**src/hw/vrc_regs.svh**
```systemverilog
/*
 Register map and timing figures of the random-port controller.
 Assumes a 100 MHz clock and word-aligned bus accesses.
*/
`ifndef VRC_REGS_SVH
`define VRC_REGS_SVH

// Register offsets (byte addresses)
`define VRC_OFF_CTRL 5'h00
`define VRC_OFF_CMD 5'h04
`define VRC_OFF_ADDR 5'h08
`define VRC_OFF_DATA 5'h0c
`define VRC_OFF_STAT 5'h10

// Control fields
`define VRC_CTRL_AUTO 0
`define VRC_CTRL_LOW 1
`define VRC_CTRL_HIGH 2
`define VRC_CTRL_STOP 7:4
`define VRC_CTRL_RST 32'h0000_0006

// Command, address and data fields
`define VRC_CMD_CODE 3:0
`define VRC_ADDR_ROW 8:0
`define VRC_ADDR_COL 24:16
`define VRC_DATA_WR 15:0
`define VRC_DATA_MASK 31:16
`define VRC_STOP_SHIFT 4

// Status fields
`define VRC_STAT_BUSY 0
`define VRC_STAT_PEND 1
`define VRC_STAT_ERR 2
`define VRC_STAT_INIT 3
`define VRC_STAT_RD 31:16

// Bus answers
`define VRC_RESP_OK 2'h0
`define VRC_RESP_SLVERR 2'h2

// Timing figures
`define VRC_CLK_MHZ 100
`define VRC_PHASE_NS 20
`define VRC_REF_PERIOD_US 8000
`define VRC_ROWS 512

`endif

```
**src/hw/vrc_pkg.sv**
```systemverilog
/*
 Types shared by the random-port controller and the behavioural DRAM model.
 Assumes nothing of its surroundings.
*/
package vrc_pkg;

  // Random-port cycle kinds that software may order
  typedef enum logic [3:0] {
    VRC_READ,
    VRC_WRITE,
    VRC_WRITE_MASKED,
    VRC_BLOCK,
    VRC_BLOCK_MASKED,
    VRC_LOAD_MASK,
    VRC_LOAD_COLOR,
    VRC_REF_STOP,
    VRC_REF_RESET,
    VRC_REF_KEEP,
    VRC_ROW_ONLY
  } vrc_cmd_t;

  typedef enum logic [2:0] {
    VRC_IDLE,
    VRC_CBR_COL,
    VRC_ROW_SETUP,
    VRC_ROW_LOW,
    VRC_COL_SETUP,
    VRC_COL_LOW,
    VRC_PRECHARGE
  } vrc_state_t;

endpackage

```
**src/hw/vrc_refresh_if.sv**
```systemverilog
/*
 Carrier between the controller and its refresh timer.
 Assumes both ends share one clock.
*/
`timescale 1ns/1ps
`default_nettype none

interface vrc_refresh_if;
  logic en;
  logic req;
  logic ack;

  modport timer (input en, input ack, output req);
  modport ctrl (output en, output ack, input req);
endinterface

`default_nettype wire

```
**src/hw/vrc_ctrl.sv**
```systemverilog
/*
 Video DRAM random-port controller with AXI4-Lite registers and refresh.
 Assumes a 100 MHz clock and data pins sampled on it.
*/
// Overview of operation
// [RL1] Output/transfer select stays high at every row strobe fall.
// [RL2] Device latches row at row fall, column at first column fall.
// [RL3] Either column strobe low at row fall means column-before-row.
// [RL4] Column-first, write low, select high: refresh and load stop point.
// [RL5] Column-first, write high, select low: refresh clearing mask modes.
// [RL6] Column-first, write and select high: refresh keeping modes.
// [RL7] Masked write takes lane mask from data pins at row fall.
// [RL8] Select high at column fall gives block write from A2-A8.
// [RL9] Persistent mask mode ignores row-fall data and uses stored mask.
// [RL10] Write high, select low at row fall: unmasked write or block.
// [RL11] Select high at row fall loads mask or colour register.
// [RL12] High mask bits enable lanes and columns; low bits inhibit.
// [RL13] Data captured at later of column fall and write fall.
// [RL14] Column or block address captured on first column fall.
// [RL15] Issue refresh-with-stop-point cycle first after power-up.
// [RL16] Page mode keeps the row open across column strobes.
// [RL17] Column-before-row refresh uses internal refresh row counter.
// [RL18] Every one of 512 rows refreshed within the refresh period.
// [RL19] Data outputs stay off through column-before-row refresh.
// [RL20] Holding column strobes after a read gives hidden refresh.
// [RL21] Row-only refresh: row strobe per row, outputs stay off.
// [RL22] Read data stays driven after column strobe rises.
// [RL23] Low column strobe gates low byte, high one upper byte.
// [RL24] Early write: write strobe low before column strobe falls.
// [RL25] Refresh counter advances after each refresh and wraps.
`timescale 1ns/1ps
`default_nettype none
`include "vrc_regs.svh"

module vrc_ctrl #(
  parameter int PHASE_NS = `VRC_PHASE_NS,
  parameter int REF_PERIOD_US = `VRC_REF_PERIOD_US,
  parameter int ROWS = `VRC_ROWS
) (
  // Clock and reset
  input wire logic clock,
  input wire logic reset,
  // AXI4-Lite write channels
  input wire logic [4:0] awaddr,
  input wire logic awvalid,
  output var logic awready,
  input wire logic [31:0] wdata,
  input wire logic [3:0] wstrb,
  input wire logic wvalid,
  output var logic wready,
  output var logic [1:0] bresp,
  output var logic bvalid,
  input wire logic bready,
  // AXI4-Lite read channels
  input wire logic [4:0] araddr,
  input wire logic arvalid,
  output var logic arready,
  output var logic [31:0] rdata,
  output var logic [1:0] rresp,
  output var logic rvalid,
  input wire logic rready,
  // DRAM random port
  output var logic row_strobe_n,
  output var logic low_byte_col_strobe_n,
  output var logic high_byte_col_strobe_n,
  output var logic write_strobe_n,
  output var logic output_or_transfer_select_n,
  output var logic function_select,
  output var logic [8:0] multiplexed_address,
  output var logic [15:0] random_data_o,
  output var logic random_data_oe,
  input wire logic [15:0] random_data_i
);

  localparam int PHASE_CYC = (PHASE_NS * `VRC_CLK_MHZ + 999) / 1000;
  localparam int REF_CYC = (REF_PERIOD_US * `VRC_CLK_MHZ) / ROWS;
  localparam logic [7:0] PH = 8'(PHASE_CYC - 1);

  generate
    if (PHASE_CYC < 1 || PHASE_CYC > 256 || ROWS < 1) begin : g_bad
      $error("phase time or row count out of range");
    end
  endgenerate

  ////////////////////////////////////////////////////////////////////////////
  // Decoding of cycle kinds

  function automatic logic is_cbr(vrc_pkg::vrc_cmd_t c);
    return c inside {vrc_pkg::VRC_REF_STOP, vrc_pkg::VRC_REF_RESET,
                     vrc_pkg::VRC_REF_KEEP};
  endfunction

  function automatic logic is_wr(vrc_pkg::vrc_cmd_t c);
    return c inside {vrc_pkg::VRC_WRITE, vrc_pkg::VRC_WRITE_MASKED,
                     vrc_pkg::VRC_BLOCK, vrc_pkg::VRC_BLOCK_MASKED,
                     vrc_pkg::VRC_LOAD_MASK, vrc_pkg::VRC_LOAD_COLOR};
  endfunction

  // Write strobe level at row fall selects masking
  function automatic logic row_we_low(vrc_pkg::vrc_cmd_t c);
    return c inside {vrc_pkg::VRC_WRITE_MASKED, vrc_pkg::VRC_BLOCK_MASKED,
                     vrc_pkg::VRC_REF_STOP};
  endfunction

  function automatic logic row_dsf(vrc_pkg::vrc_cmd_t c);
    return c inside {vrc_pkg::VRC_LOAD_MASK, vrc_pkg::VRC_LOAD_COLOR,
                     vrc_pkg::VRC_REF_STOP, vrc_pkg::VRC_REF_KEEP};
  endfunction

  function automatic logic col_dsf(vrc_pkg::vrc_cmd_t c);
    return c inside {vrc_pkg::VRC_BLOCK, vrc_pkg::VRC_BLOCK_MASKED,
                     vrc_pkg::VRC_LOAD_COLOR};
  endfunction

  function automatic logic [31:0] merge(logic [31:0] old, logic [31:0] nw,
                                        logic [3:0] strb);
    logic [31:0] r;
    r = old;
    for (int i = 0; i < 4; i++) begin
      if (strb[i]) begin
        r[8*i +: 8] = nw[8*i +: 8];
      end
    end
    return r;
  endfunction

  ////////////////////////////////////////////////////////////////////////////
  // Refresh timer

  vrc_refresh_if rif ();

  vrc_refresh_timer #(.INTERVAL(REF_CYC)) u_timer (
    .clock(clock),
    .reset(reset),
    .rif(rif.timer)
  );

  ////////////////////////////////////////////////////////////////////////////
  // Register file and bus slave

  logic [31:0] ctrl_q, ctrl_d, addr_q, addr_d, data_q, data_d;
  logic pend_q, pend_d, err_q, err_d;
  vrc_pkg::vrc_cmd_t sel_q, sel_d;
  logic awready_d, wready_d, bvalid_d, arready_d, rvalid_d;
  logic [1:0] bresp_d, rresp_d;
  logic [31:0] rdata_d, stat;
  logic take_sw, take_ref, go, busy;
  logic [15:0] rd_q, rd_d;
  logic init_q, init_d;
  vrc_pkg::vrc_state_t st_q, st_d;

  assign busy = (st_q != vrc_pkg::VRC_IDLE);

  always_comb begin
    stat = '0;
    stat[`VRC_STAT_BUSY] = busy;
    stat[`VRC_STAT_PEND] = pend_q;
    stat[`VRC_STAT_ERR] = err_q;
    stat[`VRC_STAT_INIT] = init_q;
    stat[`VRC_STAT_RD] = rd_q;
  end

  always_comb begin
    ctrl_d = ctrl_q;
    addr_d = addr_q;
    data_d = data_q;
    pend_d = pend_q;
    err_d = err_q;
    sel_d = sel_q;
    awready_d = 1'b0;
    wready_d = 1'b0;
    bvalid_d = bvalid;
    bresp_d = bresp;
    arready_d = 1'b0;
    rvalid_d = rvalid;
    rresp_d = rresp;
    rdata_d = rdata;
    if (take_sw) begin
      pend_d = 1'b0;
    end
    if (bvalid && bready) begin
      bvalid_d = 1'b0;
    end
    if (awready) begin
      bvalid_d = 1'b1;
      bresp_d = `VRC_RESP_OK;
      unique case (awaddr)
        `VRC_OFF_CTRL: ctrl_d = merge(ctrl_q, wdata, wstrb);
        `VRC_OFF_ADDR: addr_d = merge(addr_q, wdata, wstrb);
        `VRC_OFF_DATA: data_d = merge(data_q, wdata, wstrb);
        `VRC_OFF_STAT: err_d = 1'b0;
        `VRC_OFF_CMD: begin
          // Unknown codes and orders given while one waits are refused
          if (wstrb[0]) begin
            if (pend_q || wdata[`VRC_CMD_CODE] > 4'ha) begin
              err_d = 1'b1;
            end else begin
              pend_d = 1'b1;
              sel_d = vrc_pkg::vrc_cmd_t'(wdata[`VRC_CMD_CODE]);
            end
          end
        end
        default: bresp_d = `VRC_RESP_SLVERR;
      endcase
    end else if (!bvalid && awvalid && wvalid) begin
      awready_d = 1'b1;
      wready_d = 1'b1;
    end
    if (rvalid && rready) begin
      rvalid_d = 1'b0;
    end
    if (arready) begin
      rvalid_d = 1'b1;
      rresp_d = `VRC_RESP_OK;
      unique case (araddr)
        `VRC_OFF_CTRL: rdata_d = ctrl_q;
        `VRC_OFF_CMD: rdata_d = {28'h0, sel_q};
        `VRC_OFF_ADDR: rdata_d = addr_q;
        `VRC_OFF_DATA: rdata_d = data_q;
        `VRC_OFF_STAT: rdata_d = stat;
        default: begin
          rdata_d = '0;
          rresp_d = `VRC_RESP_SLVERR;
        end
      endcase
    end else if (!rvalid && arvalid) begin
      arready_d = 1'b1;
    end
  end

  always_ff @(posedge clock or posedge reset) begin
    if (reset) begin
      ctrl_q <= `VRC_CTRL_RST;
      addr_q <= '0;
      data_q <= '0;
      pend_q <= 1'b0;
      err_q <= 1'b0;
      sel_q <= vrc_pkg::VRC_READ;
      awready <= 1'b0;
      wready <= 1'b0;
      bvalid <= 1'b0;
      bresp <= 2'h0;
      arready <= 1'b0;
      rvalid <= 1'b0;
      rresp <= 2'h0;
      rdata <= '0;
    end else begin
      ctrl_q <= ctrl_d;
      addr_q <= addr_d;
      data_q <= data_d;
      pend_q <= pend_d;
      err_q <= err_d;
      sel_q <= sel_d;
      awready <= awready_d;
      wready <= wready_d;
      bvalid <= bvalid_d;
      bresp <= bresp_d;
      arready <= arready_d;
      rvalid <= rvalid_d;
      rresp <= rresp_d;
      rdata <= rdata_d;
    end
  end

  ////////////////////////////////////////////////////////////////////////////
  // Strobe sequencer

  logic [7:0] cnt_q, cnt_d;
  vrc_pkg::vrc_cmd_t cmd_q, cmd_d, pick;
  logic row_d, lo_d, hi_d, we_d, trg_d, dsf_d, oe_d, rel;
  logic [8:0] ma_d;
  logic [15:0] dq_d;
  logic lane_lo, lane_hi, en_q, ack_q, ack_d;

  // No lane enabled is taken as both
  assign lane_lo = ctrl_q[`VRC_CTRL_LOW] | ~ctrl_q[`VRC_CTRL_HIGH];
  assign lane_hi = ctrl_q[`VRC_CTRL_HIGH] | ~ctrl_q[`VRC_CTRL_LOW];
  assign rif.en = en_q;
  assign rif.ack = ack_q;

  always_comb begin
    st_d = st_q;
    cnt_d = (cnt_q != 8'h0) ? cnt_q - 8'h1 : cnt_q;
    cmd_d = cmd_q;
    row_d = row_strobe_n;
    lo_d = low_byte_col_strobe_n;
    hi_d = high_byte_col_strobe_n;
    we_d = write_strobe_n;
    trg_d = output_or_transfer_select_n;
    dsf_d = function_select;
    ma_d = multiplexed_address;
    dq_d = random_data_o;
    oe_d = random_data_oe;
    rd_d = rd_q;
    init_d = init_q;
    ack_d = 1'b0;
    take_sw = 1'b0;
    take_ref = 1'b0;
    go = 1'b0;
    rel = 1'b0;
    pick = vrc_pkg::VRC_REF_KEEP;
    unique case (st_q)
      vrc_pkg::VRC_IDLE: begin
        // [RL15] stop point first
        if (!init_q) begin
          pick = vrc_pkg::VRC_REF_STOP;
          go = 1'b1;
          init_d = 1'b1;
        end else if (pend_q) begin
          pick = sel_q;
          go = 1'b1;
          take_sw = 1'b1;
        end else if (rif.req) begin
          // [RL18] periodic row refresh
          go = 1'b1;
          take_ref = 1'b1;
          ack_d = 1'b1;
        end
        if (go) begin
          cmd_d = pick;
          cnt_d = PH;
          we_d = ~row_we_low(pick);
          dsf_d = row_dsf(pick);
          // [RL1] select high at row fall
          trg_d = 1'b1;
          if (is_cbr(pick)) begin
            st_d = vrc_pkg::VRC_CBR_COL;
            lo_d = 1'b0;
            hi_d = 1'b0;
            oe_d = 1'b0;
            ma_d = 9'(ctrl_q[`VRC_CTRL_STOP]) << `VRC_STOP_SHIFT;
          end else begin
            st_d = vrc_pkg::VRC_ROW_SETUP;
            ma_d = addr_q[`VRC_ADDR_ROW];
            dq_d = data_q[`VRC_DATA_MASK];
            oe_d = row_we_low(pick);
          end
        end
      end
      vrc_pkg::VRC_CBR_COL, vrc_pkg::VRC_ROW_SETUP: begin
        if (cnt_q == 8'h0) begin
          st_d = vrc_pkg::VRC_ROW_LOW;
          row_d = 1'b0;
          cnt_d = PH;
        end
      end
      vrc_pkg::VRC_ROW_LOW: begin
        if (cnt_q == 8'h0) begin
          // [RL21] row only, no column strobe
          if (is_cbr(cmd_q) || cmd_q == vrc_pkg::VRC_ROW_ONLY) begin
            rel = 1'b1;
          end else begin
            // [RL24] write strobe low ahead of column
            st_d = vrc_pkg::VRC_COL_SETUP;
            cnt_d = PH;
            ma_d = addr_q[`VRC_ADDR_COL];
            dsf_d = col_dsf(cmd_q);
            we_d = ~is_wr(cmd_q);
            dq_d = data_q[`VRC_DATA_WR];
            oe_d = is_wr(cmd_q);
          end
        end
      end
      vrc_pkg::VRC_COL_SETUP: begin
        if (cnt_q == 8'h0) begin
          st_d = vrc_pkg::VRC_COL_LOW;
          cnt_d = PH;
          lo_d = ~lane_lo;
          hi_d = ~lane_hi;
          trg_d = is_wr(cmd_q);
        end
      end
      vrc_pkg::VRC_COL_LOW: begin
        if (cnt_q == 8'h0) begin
          if (cmd_q == vrc_pkg::VRC_READ) begin
            rd_d = random_data_i;
          end
          rel = 1'b1;
        end
      end
      vrc_pkg::VRC_PRECHARGE: begin
        if (cnt_q == 8'h0) begin
          st_d = vrc_pkg::VRC_IDLE;
        end
      end
    endcase
    if (rel) begin
      st_d = vrc_pkg::VRC_PRECHARGE;
      cnt_d = PH;
      row_d = 1'b1;
      lo_d = 1'b1;
      hi_d = 1'b1;
      we_d = 1'b1;
      trg_d = 1'b1;
      dsf_d = 1'b0;
      oe_d = 1'b0;
    end
  end

  always_ff @(posedge clock or posedge reset) begin
    if (reset) begin
      st_q <= vrc_pkg::VRC_IDLE;
      cnt_q <= 8'h0;
      cmd_q <= vrc_pkg::VRC_READ;
      row_strobe_n <= 1'b1;
      low_byte_col_strobe_n <= 1'b1;
      high_byte_col_strobe_n <= 1'b1;
      write_strobe_n <= 1'b1;
      output_or_transfer_select_n <= 1'b1;
      function_select <= 1'b0;
      multiplexed_address <= 9'h0;
      random_data_o <= 16'h0;
      random_data_oe <= 1'b0;
      rd_q <= 16'h0;
      init_q <= 1'b0;
      ack_q <= 1'b0;
      en_q <= 1'b0;
    end else begin
      st_q <= st_d;
      cnt_q <= cnt_d;
      cmd_q <= cmd_d;
      row_strobe_n <= row_d;
      low_byte_col_strobe_n <= lo_d;
      high_byte_col_strobe_n <= hi_d;
      write_strobe_n <= we_d;
      output_or_transfer_select_n <= trg_d;
      function_select <= dsf_d;
      multiplexed_address <= ma_d;
      random_data_o <= dq_d;
      random_data_oe <= oe_d;
      rd_q <= rd_d;
      init_q <= init_d;
      ack_q <= ack_d;
      en_q <= ctrl_q[`VRC_CTRL_AUTO];
    end
  end

  ////////////////////////////////////////////////////////////////////////////
  // Checks

  localparam int REF_SLACK = 12 * PHASE_CYC + 8;
  logic seen_q;
  logic [31:0] since_q;

  always_ff @(posedge clock or posedge reset) begin
    if (reset) begin
      seen_q <= 1'b0;
      since_q <= '0;
    end else begin
      if (!row_strobe_n) begin
        seen_q <= 1'b1;
      end
      if (!en_q || take_ref || pend_q || busy) begin
        since_q <= '0;
      end else begin
        since_q <= since_q + 32'h1;
      end
    end
  end
endmodule

`default_nettype wire

```
**src/hw/vrc_refresh_timer.sv**
```systemverilog
/*
 Refresh interval timer: requests one refresh per row interval.
 Assumes the controller acknowledges with a one-cycle pulse.
*/
`timescale 1ns/1ps
`default_nettype none

module vrc_refresh_timer #(
  parameter int INTERVAL = 1562
) (
  // Clock and reset
  input wire logic clock,
  input wire logic reset,
  // Controller side
  vrc_refresh_if.timer rif
);

  generate
    if (INTERVAL < 2 || INTERVAL > 65535) begin : g_bad
      $error("refresh interval out of range");
    end
  endgenerate

  logic [15:0] cnt_q, cnt_d;
  logic req_q, req_d;
  logic tick;

  assign rif.req = req_q;

  always_comb begin
    cnt_d = cnt_q;
    req_d = req_q;
    tick = 1'b0;
    if (!rif.en) begin
      cnt_d = '0;
    end else if (cnt_q == 16'(INTERVAL - 1)) begin
      cnt_d = '0;
      tick = 1'b1;
    end else begin
      cnt_d = cnt_q + 16'h1;
    end
    if (rif.ack) begin
      req_d = 1'b0;
    end
    // A tick landing on the acknowledge cycle is kept
    if (tick) begin
      req_d = 1'b1;
    end
  end

  always_ff @(posedge clock or posedge reset) begin
    if (reset) begin
      cnt_q <= '0;
      req_q <= 1'b0;
    end else begin
      cnt_q <= cnt_d;
      req_q <= req_d;
    end
  end
endmodule

`default_nettype wire

```
**config.mk**
```make
export PLATFORM = sky130hd
export DESIGN_NAME = vrc_ctrl
export DESIGN_NICKNAME = d
export VERILOG_FILES = /design/src/hw/vrc_pkg.sv /design/src/hw/vrc_refresh_if.sv /design/src/hw/vrc_ctrl.sv /design/src/hw/vrc_refresh_timer.sv
export VERILOG_INCLUDE_DIRS = /design/src /design/src/hw
export SDC_FILE = /design/constraint.sdc
export NUM_CORES = 1
export LEC_CHECK = 0
export BUFFER_PORTS_ARGS = -buffer_cell sky130_fd_sc_hd__buf_4
export CAP_MARGIN = 20
export CORE_MARGIN = 1.5
export CORE_UTILIZATION = 39
export DETAILED_ROUTE_END_ITERATION = 8
export PLACE_DENSITY = 0.63
export SYNTH_ARGS = -nofsm -noshare
export SYNTH_HDL_FRONTEND = slang
export SYNTH_SLANG_ARGS = --single-unit
```
**constraint.sdc**
```tcl
create_clock -name clock -period 10.09 [get_ports clock]
set_input_delay 2.018 -clock clock [delete_from_list [all_inputs] [get_ports clock]]
set_output_delay 2.018 -clock clock [all_outputs]
set_load 0.1 [all_outputs]
```
Yosys cells after proc, flatten, opt, wreduce, memory -nomap -nowiden --
Index checks and enable logic that the tools add are counted.
Operators by class: bitwise gates (word level) 9, muxes and demuxes 99, add/subtract/negate cells 2, reductions and logical operators 59, order comparisons 1, equality and inequality tests 45
Operators with widths (count):
- $pmux W32 S5 | 1
- $mux W16 | 6
- $mux W1 | 57
- $mux W8 | 6
- $reduce_and A3 Y1 | 14
- $mux W9 | 4
- $eq A4 B3 Y1 const B | 8
- $pmux W16 S2 | 1
- $pmux W8 S3 | 1
- $mux W3 | 7
- $ne A3 B3 Y1 const B | 7
- $reduce_bool A3 Y1 | 7
- $eq A4 B4 Y1 const B | 5
- $eq A5 B4 Y1 const B | 4
- $reduce_and A4 Y1 | 5
- $pmux W9 S2 | 1
- $add A16 B1 Y16 const B | 1
- $eq A16 B11 Y1 const B | 1
- $pmux W1 S2 | 8
- $pmux W3 S5 | 1
- $reduce_bool A2 Y1 | 7
- $eq A4 B2 Y1 const B | 3
- $mux W4 | 3
- $ne A2 B2 Y1 const B | 6
- other kinds (27) | 51
Word-level totals: output and inout bits 73, word-level logic and storage cells 255, register bits after elaboration 225, input bits 69

Longest topological paths before layout --
Gate-level depths: netlist (run 1).
depth in word-level cells 9, gate-level depth with buffers 13, gate-level depth less buffers 11

Modules after synthesis --
A second synthesis (run 1) with hierarchy kept.
Unflattened totals: cells, all modules 870, area total of the unflattened synthesis 10107.2 um^2
Modules (own cells, without submodules):
- vrc_ctrl | times used 1, area each 9250.1 um^2, sequential area each 5163.7 um^2, cells each 783
- vrc_refresh_timer | times used 1, area each 857.1 um^2, sequential area each 425.4 um^2, cells each 87

Worst setup path after synthesis (run 1) --
No wires, ideal clock.
path kind in2reg, from input araddr[4], to register rdata[0], buffers on the path 1, cell stages on the path 6, library setup time 0.083 ns, data arrival time 3.417 ns, required time 10.007 ns, path slack 6.591 ns, cells stage by stage or3_1 -> nor3b_1 -> clkbuf_1 -> a22oi_1 -> a21o_1 -> o21ai_0
Between the ends: longest elaborated chain between the ends 2, elaborated cells on any way between the ends 6
Ends and longest elaborated chain:
- start: declaration | RTL line vrc_ctrl.sv:55 | input wire logic [4:0] araddr,
- $eq A5 B5 Y1 (tied with other cells) | RTL line vrc_ctrl.sv:215 | unique case (araddr)
- $pmux W32 S5 (*) | RTL line vrc_ctrl.sv:215
- end signal: assignment | RTL line vrc_ctrl.sv:261 | rdata <= rdata_d;
- end: declaration | RTL line vrc_ctrl.sv:58 | output var logic [31:0] rdata,
Every way passes the cells marked *; elsewhere a longest branch is shown, timed or not. A chain may end at the register's enable or synchronous reset.

Worst setup path in the final report (run 1) --
from input awaddr[4], to register ctrl_q[0]
Between the ends: longest elaborated chain between the ends 2
Ends and longest elaborated chain:
- start: declaration | RTL line vrc_ctrl.sv:44 | input wire logic [4:0] awaddr,
- $logic_not A5 Y1 | RTL line vrc_ctrl.sv:187 | unique case (awaddr)
- $reduce_and A3 Y1 (no line)
- end signal: assignment | RTL line vrc_ctrl.sv:233 | ctrl_q <= `VRC_CTRL_RST;
- end signal: assignment | RTL line vrc_ctrl.sv:248 | ctrl_q <= ctrl_d;
- end: declaration | RTL line vrc_ctrl.sv:141 | logic [31:0] ctrl_q, ctrl_d, addr_q, addr_d, data_q, data_d;
No other way between the ends.

==> results.json, run 1 <==
{
  "start_kind": "input pin",
  "ys_ff_latch": 223,
  "antenna_left": 0,
  "r2r-end": "function_select",
  "synth_top_area_share": 0.5361,
  "fmax_mhz": 264.5,
  "antenna_found_initial": 0,
  "run_status": "completed",
  "slew-limit-headroom": 0.3171,
  "ys_types": 61,
  "overflow": 0,
  "yosys_warnings": 0,
  "period_share": 0.3747,
  "drive_gt1_frac": 0.3268,
  "fp.dieW_um": 163.8,
  "antenna_cells": 0,
  "synth_area_leaders": "dfrtp_1, mux2_2, a222oi_1",
  "wl_um": 27100,
  "netlist_area_um2": 10080,
  "hold_viol_final": 0,
  "core-area_um2": 25250,
  "layout_min_cycle_time_ns": 3.780,
  "synth_area_leader_cell": "dfrtp_1",
  "dieArea_um2": 26830,
  "dr.pass1.iters": 6,
  "postCtsSetupRepairBufs": 0,
  "async_flop_share": 1.000,
  "grt_start_max_net_pins": 143,
  "rsz0062_at_grt": "no",
  "netlist_instances": 867,
  "drc": 0,
  "crit_start": "awaddr[4]",
  "portBuffers": 139,
  "tns_ns": 0,
  "ctsRootBufferMaster": "clkbuf_16",
  "ys_seq_area_frac": 0.5544,
  "cp.required_ns": 10.49,
  "fin_total_pwr_mw": 2.379,
  "syn_area_per_cell_um2": 11.63,
  "ctsHoldBuffers": 0,
  "grt_pass1_vias": 7557,
  "leakage_nw": 5.689,
  "drv_cap": 0,
  "drt_iter0_drc": 577,
  "drv_slew": 0,
  "grt_pass1_wl_um": 42940,
  "h-tree-depth": 1,
  "setup_violations": 0,
  "hold_path_class": "flip-flop to flip-flop",
  "synth_flop_cell": "dfrtp_1",
  "clkSinkCount": 223,
  "crit_fanout": 8,
  "setup.worst_path.end": "ctrl_q[0]",
  "rows": 58,
  "clk_pin_slew_ns": 0.06,
  "worst_ep_arrival_time_ns": 4.18,
  "wire_per_inst_um": 20.09,
  "top_level_ports": 142,
  "final_common_cell": "dfrtp_1",
  "tritoncts": "done",
  "via_per_inst": 5.459,
  "reg2reg_depth": 4,
  "p_per_area_nw_per_um2": 191.8,
  "ctsResizeCount": 0,
  "worst-slew-pin-transition_ns": 1.024,
  "end_kind": "flip-flop",
  "ir_drop_v": 0.00009916,
  "r2r-start": "st_q[2]",
  "nFillCells": 2366,
  "finalClockSkew_ns": 0.03099,
  "clk_path_buf_depth": 3,
  "layout.nets": 1073,
  "layout_common_cells": "dfrtp_1, buf_4, mux2_2",
  "clk_latency_ns": 0.55,
  "grt_util_all_layers": 0.2071,
  "crit_type": "input pin to flip-flop",
  "cts_buffers": 26,
  "start_util": 0.3992,
  "dpl.hpwl_um": 18250,
  "gp_congestion": 0.7955,
  "vias": 7364,
  "area_growth_pct": 23.01,
  "die_h_um": 163.8,
  "synth_edf_count": 0,
  "rrSetupSlack_ns": 6.93
}
==> cells by family (layout without fill, tap and decap cells) <==
logic type | count (synthesis) | in the layout | share of synthesized area
adders and majority gates | 5 | 5 | 0.006205
xor gates and xnor gates | 19 | 19 | 0.01651
AOI/OAI and AO/OA | 185 | 185 | 0.1286
muxes | 141 | 141 | 0.1586
buffers and inverters | 93 | 244 | 0.03797
and+or+nand+nor | 200 | 200 | 0.09742
DFF | 223 | 223 | 0.5544
other | 1 | 2 | 0.0003719
==> cell type report <==
cell class	count	area (um^2)	share of cell area
Clock buffer	37	742.0	0.05983
Clock inverter	11	172.7	0.01392
Inverter	45	176.4	0.01423
Multi-Input combinational cell	552	4135	0.3334
Sequential cell	223	5589	0.4507
Tap cell	330	412.9	0.03329
Timing Repair Buffer	151	1174	0.09463
==> through the flow <==
| step | utilization | hold WS, ns | setup slack [ns] | area (um^2) | cells |
|---|---|---|---|---|---|
| 6_report | 0.4911 | 0.4303 | 6.310 | 12400 | 1349 |
| 2_1_floorplan | - | 0.3693 | 1.977 | 10090 | 868 |
| 3_5_place_dp | 0.4527 | 0.4195 | 5.817 | 11430 | 1299 |
| 4_1_cts | 0.4889 | 0.4293 | 6.308 | 12350 | 1347 |
| 5_1_grt | 0.4911 | 0.4409 | 6.227 | 12400 | 1349 |
| 3_3_place_gp | 0.4527 | 0.4164 | 5.842 | 11430 | 1299 |
==> cell usage after synthesis, drive strengths merged (10+ instances only) <==
library cell and number:
mux2 120, nand2 76, dfrtp 216, inv 45
o22ai 15, a222oi 32, nand3 18, mux2i 21
nor4 10, a21oi 18, xor2 10, o21ai 54
nor3 11, a21o 30, clkbuf 39, nor2 42
==> where the power goes <==
| group | switching [mW] | total (mW) | internal, mW |
|---|---|---|---|
| sequential | 0.0622 | 1.02 | 0.961 |
| clock | 0.381 | 0.996 | 0.615 |
| combinational | 0.235 | 0.360 | 0.125 |
| total | 0.678 | 2.38 | 1.70 |
==> routing by layer <==
metal / share of wire / global-route usage / wire length (um) / vias to the layer above
li1: - / - / - / 3407
met1: 0.44 / 0.2798 / 11910 / 3704
met2: 0.48 / 0.3414 / 12970 / 216
met3: 0.059 / 0.04116 / 1586 / 37
met4: 0.023 / 0.05124 / 634 / 0
met5: 0 / 0 / 0 / -
==> how the worst min path moves through the flow <==
stage	startpoint	slack [ns]	endpoint	depth (start not counted)
3_3_place_gp	ack_q	0.42	u_timer.rif.req	1
6_report	ack_q	0.43	u_timer.rif.req	1
3_5_place_dp	ctrl_q[0]	0.42	en_q	0
5_1_grt	ctrl_q[0]	0.44	en_q	0
4_1_cts	ctrl_q[0]	0.43	en_q	0
2_1_floorplan	ctrl_q[0]	0.37	en_q	0
==> sequential cells by signal, summed over array words and instances (netlist names), 3 cells and up <==
name and count:
u_timer.cnt_q 16, st_q 3, ctrl_q 32, random_data_o 16, rd_q 16, sel_q 4
multiplexed_address 9, cmd_q 4, rdata 32, data_q 32, addr_q 32, cnt_q 8
==> worst max-delay path, stage by stage <==
cell and delay (ns):
buf_4 0.11, nor3_1 0.57, nor3b_1 0.59, nand3_1 0.47
mux2_2 0.42
Power figures use the tool's default switching activity.
==> run 2, diff against run 1 <==
Settings changed: ABC_AREA set to 1.
Clock period 10.09 ns to 3.8 ns, I/O delays scaled along.
==> run 2 against run 1 <==
Synthesized cell count up 51%. Worst hold slack worse by 0.028 ns. First-iteration DRC count up 27%. Largest cell class unchanged. Sequential power rose to 2.9 times the previous value. Largest power group unchanged. Clock power rose to 2.5 times the previous value. Non-clock buffer count up 1. Sequential share of layout area down 0.96 points. Die area up 3.9%. Design area up 2.2%. Critical path type is now flip-flop to flip-flop.
==> results.json, run 2 <==
{
  "worst-slew-pin-transition_ns": 1.074,
  "ys_top_cells_by_count": "nand2_1, dfrtp_1, o21ai_0",
  "hold_viol_final": 0,
  "synth_area_leader_cell": "dfrtp_1",
  "drive_gt1_frac": 0.1486,
  "start_util": 0.3999,
  "end_kind": "flip-flop",
  "holdWs_ns": 0.4020,
  "ys_ff_latch": 223,
  "nFillCells": 2567,
  "rsz0062_at_grt": "no",
  "final_common_cell": "nand2_1",
  "wire_per_inst_um": 16.55,
  "syn_area_per_cell_um2": 7.981,
  "async_flop_share": 1.000,
  "ctsResizeCount": 0,
  "tns_ns": 0,
  "drc": 0,
  "vias": 9113,
  "grt_pass1_wl_um": 48630,
  "setup_violations": 0,
  "hold_path_class": "input pin to asynchronous set/reset pin",
  "synth_flop_cell": "dfrtp_1",
  "yosys_warnings": 0,
  "layout.nets": 1518,
  "dpl.hpwl_um": 20840,
  "overflow": 0,
  "ys_types": 39,
  "synth_edf_count": 0,
  "layout_common_cells": "nand2_1, dfrtp_1, o21ai_0",
  "leakage_nw": 6.317,
  "layout_setup_ws_ns": 1.396,
  "cts_buffers": 25,
  "portBuffers": 139,
  "grt_pass1_vias": 9041,
  "crit_type": "flip-flop to flip-flop",
  "antenna_left": 0,
  "pre_cts_slack_ns": 1.190,
  "synth_top_area_share": 0.5158,
  "dieArea_um2": 27860,
  "netlist_instances": 1313,
  "clk_latency_ns": 0.54,
  "start_kind": "flip-flop",
  "worst_ep_arrival_time_ns": 2.82,
  "core-area_um2": 26210,
  "area_growth_pct": 20.93,
  "fp.dieW_um": 166.9,
  "netlist_area_um2": 10480,
  "top_level_ports": 142,
  "finalClockSkew_ns": 0.01876,
  "antenna_found_initial": 0,
  "run_status": "completed",
  "rows": 59,
  "tritoncts": "done",
  "antenna_cells": 0,
  "wl_um": 29700,
  "fmax_mhz": 415.9,
  "clk_path_buf_depth": 3,
  "grt_start_max_net_pins": 168,
  "ctsRootBufferMaster": "clkbuf_16",
  "crit_fanout": 25,
  "fin_total_pwr_mw": 7.925,
  "dr.pass1.iters": 7,
  "ctsHoldBuffers": 0,
  "slew-limit-headroom": 0.2838,
  "clk_pin_slew_ns": 0.06,
  "drv_cap": 0,
  "synth_area_leaders": "dfrtp_1, nand2_1, o21ai_0",
  "via_per_inst": 5.077,
  "cp.required_ns": 4.22,
  "grt_util_all_layers": 0.2192,
  "ys_seq_area_frac": 0.5334,
  "layout_min_cycle_time_ns": 2.404,
  "synth.most_common_cell": "nand2_1",
  "h-tree-depth": 1,
  "drt_iter0_drc": 733,
  "p_per_area_nw_per_um2": 625.4,
  "ir_drop_v": 0.0003809,
  "postCtsSetupRepairBufs": 0,
  "period_share": 0.6328,
  "drv_slew": 0,
  "die_h_um": 166.9,
  "clkSinkCount": 223,
  "gp_congestion": 0.9014
}
## run 2: cell count changes in the layout (fill, tap and decap cells not counted), moves of 21 or more
cell / before / now
nand2_1: 75 / 426
o21ai_0: 54 / 173
inv_1: 44 / 159
mux2_2: 110 / 0
nand3_1: 18 / 81
a222oi_1: 32 / 0
a21o_1: 30 / 0
nor2_1: 42 / 71
mux2i_1: 21 / 0
## run 2: layer usage
layer / part of all wire / vias up / wire, um / track usage
li1: - / 4458 / - / -
met1: 0.46 / 4317 / 13810 / 0.3167
met2: 0.45 / 277 / 13270 / 0.3433
met3: 0.058 / 61 / 1737 / 0.02828
met4: 0.030 / 0 / 880 / 0.06719
met5: 0 / - / 0 / 0
## run 2: final cells by class
type / instances / area (um^2) / area share
Sequential cell: 223 / 5589 / 0.4411
Clock inverter: 8 / 132.6 / 0.01047
Inverter: 164 / 619.3 / 0.04887
Timing Repair Buffer: 152 / 1154 / 0.09103
Multi-Input combinational cell: 878 / 4045 / 0.3192
Clock buffer: 35 / 713.2 / 0.05628
Tap cell: 335 / 419.2 / 0.03308
## run 2: worst paths after layout
| check | slack, ns | depth (start not counted) | to | startpoint |
|---|---|---|---|---|
| max | 1.40 | 10 | random_data_o[4] | cnt_q[0] |
| max in group asynchronous | 2.52 | 3 | rdata[24] | reset |
| min | 0.40 | 3 | sel_q[3] | reset |
| max reg2reg | 1.40 | 10 | random_data_o[4] | cnt_q[0] |
| min in group clock | 0.40 | 2 | bvalid | bready |
| min reg2reg | 0.44 | 1 | u_timer.rif.req | ack_q |
## run 2: where the power goes
part / total, mW / internal, mW / switching (mW)
Clock: 2.49 / 1.51 / 0.980
Combinational: 2.52 / 0.580 / 1.94
Sequential: 2.92 / 2.69 / 0.230
## run 2: metrics by stage
step,area [um^2],utilization,cells
after CTS,12670,0.4836,1795
after global placement,11830,0.4513,1752
after detailed placement,11830,0.4513,1752
final,12670,0.4836,1795
after global routing,12670,0.4836,1795
after floorplan,10490,-,1314
## run 2: cell families after synthesis
kind of cell               after synthesis  share of synthesized area
buffers and inverters                  213                    0.08096
adders and majority gates                5                   0.005970
xor gates and xnor gates                12                    0.01003
other                                    1                  0.0003579
AOI/OAI and AO/OA                      228                     0.1194
DFF                                    223                     0.5334
and+or+nand+nor                        631                     0.2499
## run 2: critical path: stages (launching register included)
cell and delay [ns]:
dfrtp_1 0.41, inv_1 0.11, ha_1 0.16, nand2_1 0.08, nor2_4 0.10, buf_4 0.33, inv_2 0.16, o21ai_4 0.49
nand2_4 0.25, nand2_1 0.14, nand2_1 0.05
